### config.mk
export PLATFORM = sky130hd
export DESIGN_NAME = ssc_conv_ctrl
export DESIGN_NICKNAME = d
export VERILOG_FILES = /design/src/verilog/ssc_pkg.sv /design/src/verilog/ssc_result_mem.sv /design/src/verilog/ssc_conv_ctrl.sv
export SDC_FILE = /design/constraint.sdc
export NUM_CORES = 1
export LEC_CHECK = 0
export BUFFER_PORTS_ARGS = -buffer_cell sky130_fd_sc_hd__buf_2
export CAP_MARGIN = 40
export CORE_AREA = 2 2 176 109
export CTS_CLUSTER_SIZE = 16
export DETAILED_ROUTE_END_ITERATION = 8
export DIE_AREA = 0 0 178 111
export HOLD_SLACK_MARGIN = 0.08
export PLACE_DENSITY = 0.85
export SYNTH_ARGS = -nofsm -noshare
export SYNTH_HDL_FRONTEND = slang
export SYNTH_SLANG_ARGS = --single-unit
### constraint.sdc
create_clock -name clock_in -period 9 [get_ports clock_in]
set_clock_uncertainty 0.15 [all_clocks]
set_input_delay 2.7 -clock clock_in [delete_from_list [all_inputs] [get_ports clock_in]]
set_output_delay 2.7 -clock clock_in [all_outputs]
set_load 0.02 [all_outputs]
### src/verilog/ssc_pkg.sv
package ssc_pkg;
  localparam int unsigned CLK_MHZ        = 25;
  localparam int unsigned CONV_NS_8CH    = 4000;
  localparam int unsigned CONV_NS_6CH    = 3000;
  localparam int unsigned CONV_NS_4CH    = 2000;
  localparam int unsigned CH_MAX         = 8;
  localparam int unsigned RES_BITS       = 16;
  localparam int unsigned LSB_DIV        = 65536;
  localparam int unsigned SPAN_HI_MV     = 20000;
  localparam int unsigned SPAN_LO_MV     = 10000;
  localparam logic [15:0] RESULT_RST     = 16'h0000;
  localparam int unsigned CNT_W          = 8;

  function automatic int unsigned conv_cycles(input int unsigned chans);
    int unsigned ns;
    ns = (chans == 8) ? CONV_NS_8CH : (chans == 6) ? CONV_NS_6CH : CONV_NS_4CH;
    return (ns * CLK_MHZ) / 1000;
  endfunction

  typedef enum logic [1:0] {SSC_IDLE, SSC_ARMED, SSC_CONV} ssc_state_e;

  typedef struct packed {
    logic       range_hi;
    logic       int_ref_en;
  } ssc_cfg_s;
endpackage

### src/verilog/ssc_result_mem.sv
`timescale 1ns/1ns
module ssc_result_mem #(
  parameter int unsigned DEPTH = 8,
  parameter int unsigned W     = 16
) (
  input  wire logic                     clock_in,   // clock
  input  wire logic                     wr_in,      // write strobe
  input  wire logic [$clog2(DEPTH)-1:0] waddr_in,   // write address
  input  wire logic [W-1:0]             wdata_in,   // write data
  input  wire logic [$clog2(DEPTH)-1:0] raddr_in,   // read address
  output logic      [W-1:0]             rdata_out   // registered read data
);
  logic [W-1:0] mem [DEPTH];

  always_ff @(posedge clock_in) begin
    if (wr_in) begin
      mem[waddr_in] <= wdata_in;
    end
    rdata_out <= mem[raddr_in];
  end
endmodule

### src/verilog/ssc_conv_ctrl.sv
`timescale 1ns/1ns
module ssc_conv_ctrl
  import ssc_pkg::*;
#(
  parameter int unsigned CHANNELS = 8
) (
  input  wire logic                 clock_in,                // 25 MHz clock
  input  wire logic                 rst_b_in,                // async reset, low active
  input  wire logic                 first_set_start_pulse_in,  // start, first set (pin)
  input  wire logic                 second_set_start_pulse_in, // start, second set (pin)
  input  wire logic                 range_pin_in,            // 1: 20 V span, 0: 10 V
  input  wire logic                 ref_select_in,           // 1: internal reference
  input  wire logic signed [15:0]   sample_in,               // code from SAR core
  input  wire logic [2:0]           rd_addr_in,              // result channel to read
  output logic [15:0]               rd_data_out,             // result, twos complement
  output logic                      busy_out,                // conversion in progress
  output logic [1:0]                hold_out,                // per-set hold (1 = hold)
  output logic [2:0]                conv_ch_out,             // channel being converted
  output ssc_pkg::ssc_cfg_s         cfg_out,                 // live range/reference
  output logic                      reference_io_pin_oe_b_out, // low: drive ref pin
  output logic [15:0]               lsb_uv_out               // LSB weight in microvolts
);
  import ssc_pkg::*;

  localparam int unsigned CYC   = conv_cycles(CHANNELS);
  localparam int unsigned PER_CH = CYC / CHANNELS;
  // the last slot takes the remainder so busy spans the full conversion time
  localparam int unsigned LAST_SLOT = CYC - PER_CH * (CHANNELS - 1);

  logic [1:0] sa_reg, sb_reg, sc_reg;
  logic [1:0] last_reg;
  logic       a_rise, b_rise;
  ssc_state_e st_reg, st_next;
  logic [1:0] hold_reg, hold_next;
  logic [CNT_W-1:0] cnt_reg, cnt_next;
  logic [2:0] ch_reg, ch_next;
  logic       wr;
  ssc_cfg_s   cfg_reg, cfg_next;
  logic       cfg_take_reg;
  logic [CNT_W-1:0] slot_end;

  assign slot_end = (ch_reg == 3'(CHANNELS - 1)) ? CNT_W'(LAST_SLOT - 1)
                                                 : CNT_W'(PER_CH - 1);

  // two-stage synchronisers for start pins and straps
  always_ff @(posedge clock_in or negedge rst_b_in) begin
    if (!rst_b_in) begin
      sa_reg   <= 2'h0;
      sb_reg   <= 2'h0;
      sc_reg   <= 2'h0;
      last_reg <= 2'h0;
    end else begin
      sa_reg   <= {sa_reg[0], first_set_start_pulse_in};
      sb_reg   <= {sb_reg[0], second_set_start_pulse_in};
      sc_reg   <= {sc_reg[0], range_pin_in};
      last_reg <= {sb_reg[1], sa_reg[1]};
    end
  end

  assign a_rise = sa_reg[1] & ~last_reg[0];
  assign b_rise = sb_reg[1] & ~last_reg[1];

  logic [1:0] rs_reg;
  always_ff @(posedge clock_in or negedge rst_b_in) begin
    if (!rst_b_in) begin
      rs_reg <= 2'h0;
    end else begin
      rs_reg <= {rs_reg[0], ref_select_in};
    end
  end

  // configuration follows pins, first taken right after reset release
  always_comb begin
    cfg_next.range_hi   = sc_reg[1];
    cfg_next.int_ref_en = rs_reg[1];
  end

  always_ff @(posedge clock_in or negedge rst_b_in) begin
    if (!rst_b_in) begin
      cfg_reg      <= '0;
      cfg_take_reg <= 1'b0;
    end else begin
      cfg_reg      <= cfg_next;
      cfg_take_reg <= 1'b1;
    end
  end

  always_comb begin
    st_next   = st_reg;
    hold_next = hold_reg;
    cnt_next  = cnt_reg;
    ch_next   = ch_reg;
    wr        = 1'b0;
    case (st_reg)
      SSC_IDLE, SSC_ARMED: begin
        hold_next = hold_reg | {b_rise, a_rise};
        if (&hold_next) begin
          st_next  = SSC_CONV;
          cnt_next = '0;
          ch_next  = '0;
        end else if (|hold_next) begin
          st_next = SSC_ARMED;
        end
      end
      SSC_CONV: begin
        cnt_next = cnt_reg + 1'b1;
        if (cnt_reg == slot_end) begin
          cnt_next = '0;
          wr       = 1'b1;
          ch_next  = ch_reg + 1'b1;
          if (ch_reg == 3'(CHANNELS - 1)) begin
            st_next   = SSC_IDLE;
            hold_next = 2'h0;
          end
        end
      end
      default: begin
        st_next   = SSC_IDLE;
        hold_next = 2'h0;
      end
    endcase
  end

  always_ff @(posedge clock_in or negedge rst_b_in) begin
    if (!rst_b_in) begin
      st_reg   <= SSC_IDLE;
      hold_reg <= 2'h0;
      cnt_reg  <= '0;
      ch_reg   <= '0;
    end else begin
      st_reg   <= st_next;
      hold_reg <= hold_next;
      cnt_reg  <= cnt_next;
      ch_reg   <= ch_next;
    end
  end

  assign busy_out    = (st_reg == SSC_CONV);
  assign hold_out    = hold_reg;
  assign conv_ch_out = ch_reg;
  assign cfg_out     = cfg_reg;
  assign reference_io_pin_oe_b_out = ~(cfg_reg.int_ref_en & cfg_take_reg);

  // staging buffer written during conversion, committed at busy fall
  logic [15:0] stage [CH_MAX];
  logic [15:0] mem_wdata;
  logic [2:0]  commit_ch_reg;
  logic        commit_reg;
  logic        done;

  assign done = wr && (ch_reg == 3'(CHANNELS - 1));

  always_ff @(posedge clock_in) begin
    if (wr) begin
      stage[ch_reg] <= sample_in;
    end
  end

  always_ff @(posedge clock_in or negedge rst_b_in) begin
    if (!rst_b_in) begin
      commit_reg    <= 1'b0;
      commit_ch_reg <= 3'h0;
    end else if (done) begin
      commit_reg    <= 1'b1;
      commit_ch_reg <= 3'h0;
    end else if (commit_reg) begin
      commit_ch_reg <= commit_ch_reg + 1'b1;
      commit_reg    <= (commit_ch_reg != 3'(CHANNELS - 1));
    end
  end

  assign mem_wdata = stage[commit_ch_reg];

  // output register keeps previous results readable while busy
  ssc_result_mem #(.DEPTH(CH_MAX), .W(RES_BITS)) u_mem (
    .clock_in  (clock_in),
    .wr_in     (commit_reg),
    .waddr_in  (commit_ch_reg),
    .wdata_in  (mem_wdata),
    .raddr_in  (rd_addr_in),
    .rdata_out (rd_data_out)
  );

  // lsb weight: span / 65536, in microvolts (305 or 152)
  logic [31:0] lsb_full;
  assign lsb_full = (cfg_reg.range_hi ? 32'(SPAN_HI_MV) : 32'(SPAN_LO_MV)) * 32'd1000
                    / 32'(LSB_DIV);
  always_ff @(posedge clock_in or negedge rst_b_in) begin
    if (!rst_b_in) begin
      lsb_uv_out <= 16'h0000;
    end else begin
      lsb_uv_out <= lsb_full[15:0];
    end
  end

  // cycles spent busy, cleared by reset so an aborted run is not measured
  logic [CNT_W-1:0] busy_len_reg, busy_len_next;

  always_comb begin
    busy_len_next = busy_out ? busy_len_reg + 1'b1 : '0;
  end

  always_ff @(posedge clock_in or negedge rst_b_in) begin
    if (!rst_b_in) begin
      busy_len_reg <= '0;
    end else begin
      busy_len_reg <= busy_len_next;
    end
  end
endmodule

Word-level counts from Yosys, hierarchy flattened. Memory sizes are Yosys's and may differ from the RTL's. A register that Yosys moved wholly into a read port is not among the register bits. Index checks and enable logic that the tools add are counted.

Register bits: 41. Bits in latches: 0. Bits in writable memories: 256. Bits in read-only memories: 0. Input bits: 25. Output and inout port bits: 41. Word-level logic and storage cells: 72. Memories: 2.

Memories: stage (words 8, width 16, read ports 1, clocked after Yosys merged registers in 0, wr ports 1, line ssc_conv_ctrl.sv:145) `logic [15:0] stage [CH_MAX];`; u_mem.mem (words 8, width 16, read ports 1, clocked after Yosys merged registers in 1, wr ports 1, line ssc_result_mem.sv:13) `logic [W-1:0] mem [DEPTH];`.

$add $sub $neg: 3. $mul: 1. Div/mod/pow operators: 0. Magnitude comparators: 0. Equality and inequality tests: 9. Shift-type cells: 0. Muxes and demuxes: 24. Bitwise operators: 7. Reduce and logical (&&, ||, !) cells: 11.

Operators with widths (count): $mul 15x7->22 const B (1); $mux 8 (2); $pmux 8 s2 (1); $mux 15 (1); $mux 3 (5); $add 8x1->8 const B (1); $eq 8x4->1 (1); $mux 1 (8); $mux 2 (4); $pmux 2 s2 (2); $add 3x1->3 const B (2); $ne 3x3->1 const B (2); $pmux 3 s2 (1); $reduce_and 2->1 (3); $reduce_and 3->1 (2); $ne 2x1->1 const B (2); $reduce_bool 2->1 (2); $reduce_or 2->1 (2); $and 1x1->1 (3); $eq 3x3->1 const B (1); $not 1->1 (3); $eq 2x1->1 const B (1); $eq 2x2->1 const B (1); $logic_not 2->1 (1); 3 further kinds (3).

Depth between registers and ports, before layout. Gate-level depths: netlist of run 1.

Depth in word-level cells: 7. Gate-level depth with buffers: 6. Mapped depth without buffers: 6.

Hierarchy. From an unflattened synthesis of run 1, not the netlist that was laid out.

Cell total of the unflattened synthesis: 540. Area total of the unflattened synthesis: 11755.0 um^2.

By module, submodules not included: ssc_conv_ctrl (times used 1, cells an instance 326, area an instance 6461.2 um^2, seq. area each 4694.5 um^2); ssc_result_mem (times used 1, cells an instance 214, area an instance 5293.8 um^2, seq. area each 4164.0 um^2).

Least setup slack after synthesis of run 1. Ideal clock, no wire load.

Kind: in2reg. Start: input port rd_addr_in[0]. End: register u_mem.rdata_out[0] (read register of u_mem.mem). Setup time: 121 ps. Arrival: 3793 ps. Data required time: 8729 ps. Slack: 4936 ps. Stages: 4. Path buffers: 2. Cell sequence: buf_2 -> buf_6 -> mux4_2 -> mux2_2.

RTL lines: from (decl) (line ssc_conv_ctrl.sv:14) `input wire logic [2:0] rd_addr_in,`; to (decl) (line ssc_result_mem.sv:11) `output logic [W-1:0] rdata_out`.

Final worst setup path of run 1.
Start: register st_reg[1]. End: output port busy_out.

Word-level cells in the longest chain between the ends: 1.

Ends and longest elaborated chain: from (decl) (line ssc_conv_ctrl.sv:33) `ssc_state_e st_reg, st_next;`; from (signal assigned) (line ssc_conv_ctrl.sv:131) `st_reg <= st_next;`; $eq 2x2->1 (line ssc_conv_ctrl.sv:138) `assign busy_out = (st_reg == SSC_CONV);`; to (decl) (line ssc_conv_ctrl.sv:16) `output logic busy_out,`.

No other way between the ends.

==> flow_summary.json, run 1 <==
{
  "status": "finished, final reports clean",
  "crit_family": "simple AND/OR/NAND/NOR gates",
  "yosys.area_share.simple_pct": 3.691,
  "grt_pass1_wl_um": 34800,
  "dp_hpwl_um": 13380,
  "cts_resized": 0,
  "fmax_mhz": 214.5,
  "areaGrowthSynthToFinish_pct": 12.70,
  "start_util_pct": 63.20,
  "worstPathCellList": "nand2b_1, inv_1, buf_2",
  "synth_cell_types": 50,
  "holdPathEnd": "cfg_out[1]",
  "critPathBufInv": 2,
  "placementRows": 39,
  "grt_usage_pct": 23.66,
  "synth-xor-area-share_pct": 0.1507,
  "rrSetupSlack_ps": 6140,
  "port_buffers": 55,
  "regArea_mm2": 0.008861,
  "cts_num_sinks": 306,
  "die_area_mm2": 0.01976,
  "cts_made_buffers": 27,
  "cts_max_level": 1,
  "avgSynthCellArea_um2": 19.03,
  "cts_tree": "yes",
  "routed_wl_um": 22800,
  "synthMuxAreaShare_pct": 11.68,
  "synthCells": 611,
  "yosys_warnings": 0,
  "die_w_um": 178,
  "reg2regPathDepth": 7,
  "fin_nets": 712,
  "synthAdderAreaFrac_pct": 0.5380,
  "cp-start-kind": "flip-flop",
  "worstPathRequired_ps": 6150,
  "synth_seq_area_share_pct": 76.19,
  "reg_top3": "stage x128, u_mem.mem x128, u_mem.rdata_out x16",
  "rr_startpoint": "conv_ch_out[1]",
  "p_leak_nw": 4.465,
  "route.detailed.drc": 0,
  "syn-cell-area_mm2": 0.01163,
  "synth_ff_type": "edfxtp_1",
  "drt_pre_antenna_iters": 5,
  "critPathArrivalTime_ps": 1810,
  "cts_hold_buf": 0,
  "dp_slack_ps": 4510,
  "synth_compound_area_share_pct": 5.251,
  "via_count": 5985,
  "synth_edf_count": 256,
  "antenna_found_initial": 2,
  "layout_commonest_cell": "edfxtp_1",
  "post_cts_buffers": 0,
  "finalHoldViolations": 0,
  "path_clk_slew_ps": 60,
  "fin_crit_sh_pct": 51.79,
  "cp_max_fo": 15,
  "pin_count": 66,
  "rsz0062_at_grt": "false",
  "grt_remaining_overflow": 0,
  "endpoint_kind": "primary output",
  "clkLatencyLatePin_ps": 520,
  "layout_setup_ws_ps": 4339,
  "grt_max_degree": 60,
  "irDropWorstVdd_uv": 122.4,
  "holdPathStages": 0,
  "drtIter0Drc": 733,
  "critPathKind": "flip-flop to primary output",
  "final_cell_mix": "edfxtp_1, buf_2, mux2_2",
  "cap_violations": 0,
  "grt_pass1_vias": 6051,
  "cts_buffer_depth": 3,
  "finalSetupViolCount": 0,
  "wl_per_cell_um": 24.02,
  "p_per_area_mw_per_mm2": 218.8,
  "max_stage_delay_ps": 460,
  "finalMaxSlewViolations": 0,
  "ys_ff_latch": 306,
  "drive_gt1_share_pct": 28.92,
  "core-area_mm2": 0.01840,
  "finalWeightedCongestion": 0.8190,
  "ant_nets": 0,
  "final.setup.tns_ps": 0,
  "slowest_stage": "nand2b_1",
  "r2r-end": "stage[0][4]",
  "die_h_um": 111,
  "tightest_slew_ps": 951.9,
  "cts-root-buf": "clkbuf_16",
  "holdCritStartpoint": "sc_reg[1]",
  "via_per_inst": 6.307,
  "multi_input_area_mm2": 0.002556,
  "synth_top_family_by_area": "multiplexers",
  "relSlewSlack_pct": 36.30,
  "finalCriticalPeriod_ps": 4661,
  "hp-class": "flip-flop to flip-flop",
  "nFillCells": 1038,
  "synthArstFlopShare_pct": 11.11
}
## per-layer routing
| layer | GRT usage, % | up-vias | part of all wire [%] |
|---|---|---|---|
| met5 | 0 | - | 0.031 |
| met4 | 5.137 | 2 | 1.8 |
| met3 | 4.012 | 40 | 8.5 |
| met2 | 37.52 | 300 | 48 |
| met1 | 35.38 | 3063 | 42 |
| li1 | - | 2580 | - |
## cells by family after synthesis
| logic type | after synthesis |
|---|---|
| flops | 306 |
| mux | 88 |
| compound gates | 80 |
| simple gates | 77 |
| buf+inv | 51 |
| fa+ha+maj | 5 |
| other cells | 2 |
| xor+xnor | 2 |
## how the worst max path moves through the flow
stage | start | to | slack, ps | cells after the start
after global routing | st_reg[1] | busy_out | 4250 | 3
after CTS | st_reg[1] | busy_out | 4350 | 3
final | st_reg[1] | busy_out | 4340 | 3
after detailed placement | rd_addr_in[0] | u_mem.rdata_out[15] | 4510 | 4
after global placement | rd_addr_in[0] | u_mem.rdata_out[8] | 4310 | 3
after floorplan | rd_addr_in[0] | u_mem.rdata_out[0] | 4940 | 4
## cell type report
cell class                 instances  area share [%]
antenna                            1         0.01910
clock buffer                      33           5.481
clock inverter                    16           1.155
inverter                           7          0.2005
timing repair buffer              77           3.667
multi-input combinational        263           19.51
tap                              246           2.349
sequential                       306           67.62
## Yosys cell counts, types with 6 or more instances
library cell | n | area share [%]
buf_2 | 11 | 0.47
a221oi_1 | 20 | 1.5
edfxtp_1 | 256 | 66
o21ai_0 | 7 | 0.30
dfrtp_1 | 34 | 7.3
mux2i_1 | 13 | 1.1
mux2_2 | 41 | 4.0
nand3_1 | 13 | 0.56
buf_4 | 15 | 0.97
clkbuf_1 | 11 | 0.36
a22o_1 | 6 | 0.45
nor2_1 | 18 | 0.58
nand2b_1 | 7 | 0.38
nand2_1 | 12 | 0.39
o22ai_1 | 11 | 0.59
inv_1 | 7 | 0.23
nor3_1 | 6 | 0.26
a22oi_1 | 14 | 0.90
dfxtp_1 | 16 | 2.8
mux4_2 | 34 | 6.6
## per-stage QoR
step	hold WS (ps)	instances	utilization, %	power [mW]	cell area (um^2)
after global routing	206.9	948	71.22	2.955	13100
after global placement	181.9	894	66.07	1.745	12150
after CTS	202.0	948	71.22	2.880	13100
after detailed placement	186.2	899	66.49	1.759	12230
after floorplan	181.2	620	-	1.711	11660
final	199.4	949	71.23	2.867	13100
## power breakdown
group	switching [mW]	internal, mW	leakage [nW]
Combinational	0.101	0.0606	1.18
Clock	0.479	0.651	0.423
Sequential	0.0270	1.55	2.86
Total	0.608	2.26	4.47
Power figures use the tool's default switching activity.
==> run 2, diff against run 1 <==
--- a/config.mk
+++ b/config.mk
@@ -7,12 +7,12 @@
 export LEC_CHECK = 0
 export BUFFER_PORTS_ARGS = -buffer_cell sky130_fd_sc_hd__buf_2
 export CAP_MARGIN = 40
-export CORE_AREA = 2 2 176 109
+export CORE_AREA = 2 2 183 113
 export CTS_CLUSTER_SIZE = 16
 export DETAILED_ROUTE_END_ITERATION = 8
-export DIE_AREA = 0 0 178 111
+export DIE_AREA = 0 0 185 115
 export HOLD_SLACK_MARGIN = 0.08
-export PLACE_DENSITY = 0.85
+export PLACE_DENSITY = 0.8
 export SYNTH_ARGS = -nofsm -noshare
 export SYNTH_HDL_FRONTEND = slang
 export SYNTH_SLANG_ARGS = --single-unit
==> constraint.sdc (replaced) <==
create_clock -name clock_in -period 4.8 [get_ports clock_in]
set_clock_uncertainty 0.15 [all_clocks]
set_input_delay 1.44 -clock clock_in [delete_from_list [all_inputs] [get_ports clock_in]]
set_output_delay 1.44 -clock clock_in [all_outputs]
set_load 0.02 [all_outputs]
==> flow_summary.json, run 2 (same netlist as run 1, synthesis figures left out) <==
{
  "finalSetupViolCount": 0,
  "cp-start-kind": "flip-flop",
  "finalMaxSlewViolations": 0,
  "drive_gt1_share_pct": 30.10,
  "start_util_pct": 59.27,
  "areaGrowthSynthToFinish_pct": 13.64,
  "cp_max_fo": 15,
  "via_per_inst": 6.071,
  "grt_pass1_wl_um": 34480,
  "cts_made_buffers": 27,
  "grt_remaining_overflow": 0,
  "power_frac_seq_pct": 53.5,
  "rsz0062_at_grt": "false",
  "cts_resized": 0,
  "cts_tree": "yes",
  "antenna_found_initial": 2,
  "pin_count": 66,
  "p_comb_share_pct": 5.3,
  "cts_num_sinks": 306,
  "post_cts_buffers": 0,
  "fmax_mhz": 295.6,
  "cts_hold_buf": 0,
  "whs_ps": 198.7,
  "final.setup.tns_ps": 0,
  "routed-wl-met2_um": 10760,
  "status": "finished, final reports clean",
  "p_int_mw": 4.347,
  "final_cell_mix": "edfxtp_1, buf_2, mux2_2",
  "stdcell_area_mm2": 0.01321,
  "tightest_slew_ps": 941.6,
  "clkLatencyLatePin_ps": 530,
  "worstPathRequired_ps": 3210,
  "path_clk_slew_ps": 70,
  "cts-root-buf": "clkbuf_16",
  "grt_usage_pct": 21.74,
  "highest_layer": "met5",
  "finalWeightedCongestion": 0.7611,
  "met1_length_um": 9332,
  "die_h_um": 115,
  "via_count": 5919,
  "drt_pre_antenna_iters": 5,
  "route.detailed.drc": 0,
  "place_area_mm2": 0.01227,
  "cts_max_level": 1,
  "dp_hpwl_um": 13510,
  "relSlewSlack_pct": 37.00,
  "holdCritStartpoint": "sb_reg[0]",
  "core-area_mm2": 0.01962,
  "finalCriticalPeriod_ps": 3383,
  "nFillCells": 1228,
  "fin_crit_sh_pct": 70.48,
  "endpoint_kind": "primary output",
  "critPathKind": "flip-flop to primary output",
  "cap_violations": 0,
  "cts_buffer_depth": 3,
  "finalHoldViolations": 0,
  "grt_pass1_vias": 6005,
  "swShare_pct": 21.08,
  "final_util_pct": 67.35,
  "cp-startpoint": "st_reg[1]",
  "layout_commonest_cell": "edfxtp_1",
  "reg_top3": "stage x128, u_mem.mem x128, u_mem.rdata_out x16",
  "ant_nets": 0,
  "p_clk_share_pct": 41.2,
  "wl_met3_um": 1654,
  "placementRows": 40,
  "wl_per_cell_um": 22.76,
  "power.switching_mw": 1.161,
  "rr_startpoint": "commit_ch_reg[1]",
  "port_buffers": 55,
  "critPathArrivalTime_ps": 1790,
  "routed_wl_um": 22190,
  "hp-class": "flip-flop to flip-flop",
  "drtIter0Drc": 657,
  "fin_nets": 711,
  "die_area_mm2": 0.02128,
  "p_leak_nw": 4.498,
  "irDropWorstVdd_uv": 276.7,
  "total_power_mw": 5.508,
  "die_w_um": 185,
  "p_per_area_mw_per_mm2": 416.8,
  "grt_max_degree": 38
}
==> run 2: cell types whose count changed in the layout (fill, tap and decap cells not counted), sizes merged <==
cell | previous run | this run
clkbuf | 33 | 30
buf | 77 | 76
inv | 7 | 8
clkinvlp | 1 | 3
clkinv | 12 | 10
bufinv | 3 | 5
==> run 2: cell type report <==
cell class,count,area [um^2],share of cell area [%]
Multi-Input combinational cell,263,2562,19.39
Tap cell,273,341.6,2.585
Clock buffer,30,706.9,5.350
Clock inverter,19,232.7,1.761
Timing Repair Buffer,76,480.5,3.636
Sequential cell,306,8861,67.06
Antenna cell,1,2.502,0.01894
Inverter,7,26.28,0.1988
==> run 2: metal layers <==
| layer | track usage (%) | vias to the layer above |
|---|---|---|
| met3 | 3.864 | 40 |
| met4 | 5.344 | 2 |
| li1 | - | 2587 |
| met2 | 35.11 | 250 |
| met5 | 0 | - |
| met1 | 31.58 | 3040 |
==> run 2: worst max-delay path, stage by stage, from the launching register on <==
cell and delay [ps]:
dfrtp_1 440, nand2b_1 440, inv_1 180, buf_2 200
==> run 2: final timing paths <==
kind,to,slack (ps),cells after the start
max,busy_out,1420,3
min,sb_reg[1],200,0
max reg2reg,u_mem.mem[7][5],1770,4
min reg2reg,sb_reg[1],200,0
max in group asynchronous,commit_ch_reg[1],3150,1
min in group asynchronous,st_reg[0],830,1
==> run 2: stage by stage <==
step,setup WS (ps),std cells
after floorplan,1457,620
after global placement,1429,921
after detailed placement,1345,925
after CTS,1427,974
after global routing,1311,974
final,1417,975
==> run 2: power groups by stage <==
| stage | clock, mW | combinational [mW] | sequential, mW |
|---|---|---|---|
| after floorplan | 0 | 0.194 | 3.01 |
| after global placement | 0 | 0.272 | 3.00 |
| after detailed placement | 0 | 0.290 | 3.00 |
| after CTS | 2.30 | 0.295 | 2.94 |
| after global routing | 2.40 | 0.327 | 2.95 |
| final | 2.27 | 0.294 | 2.95 |
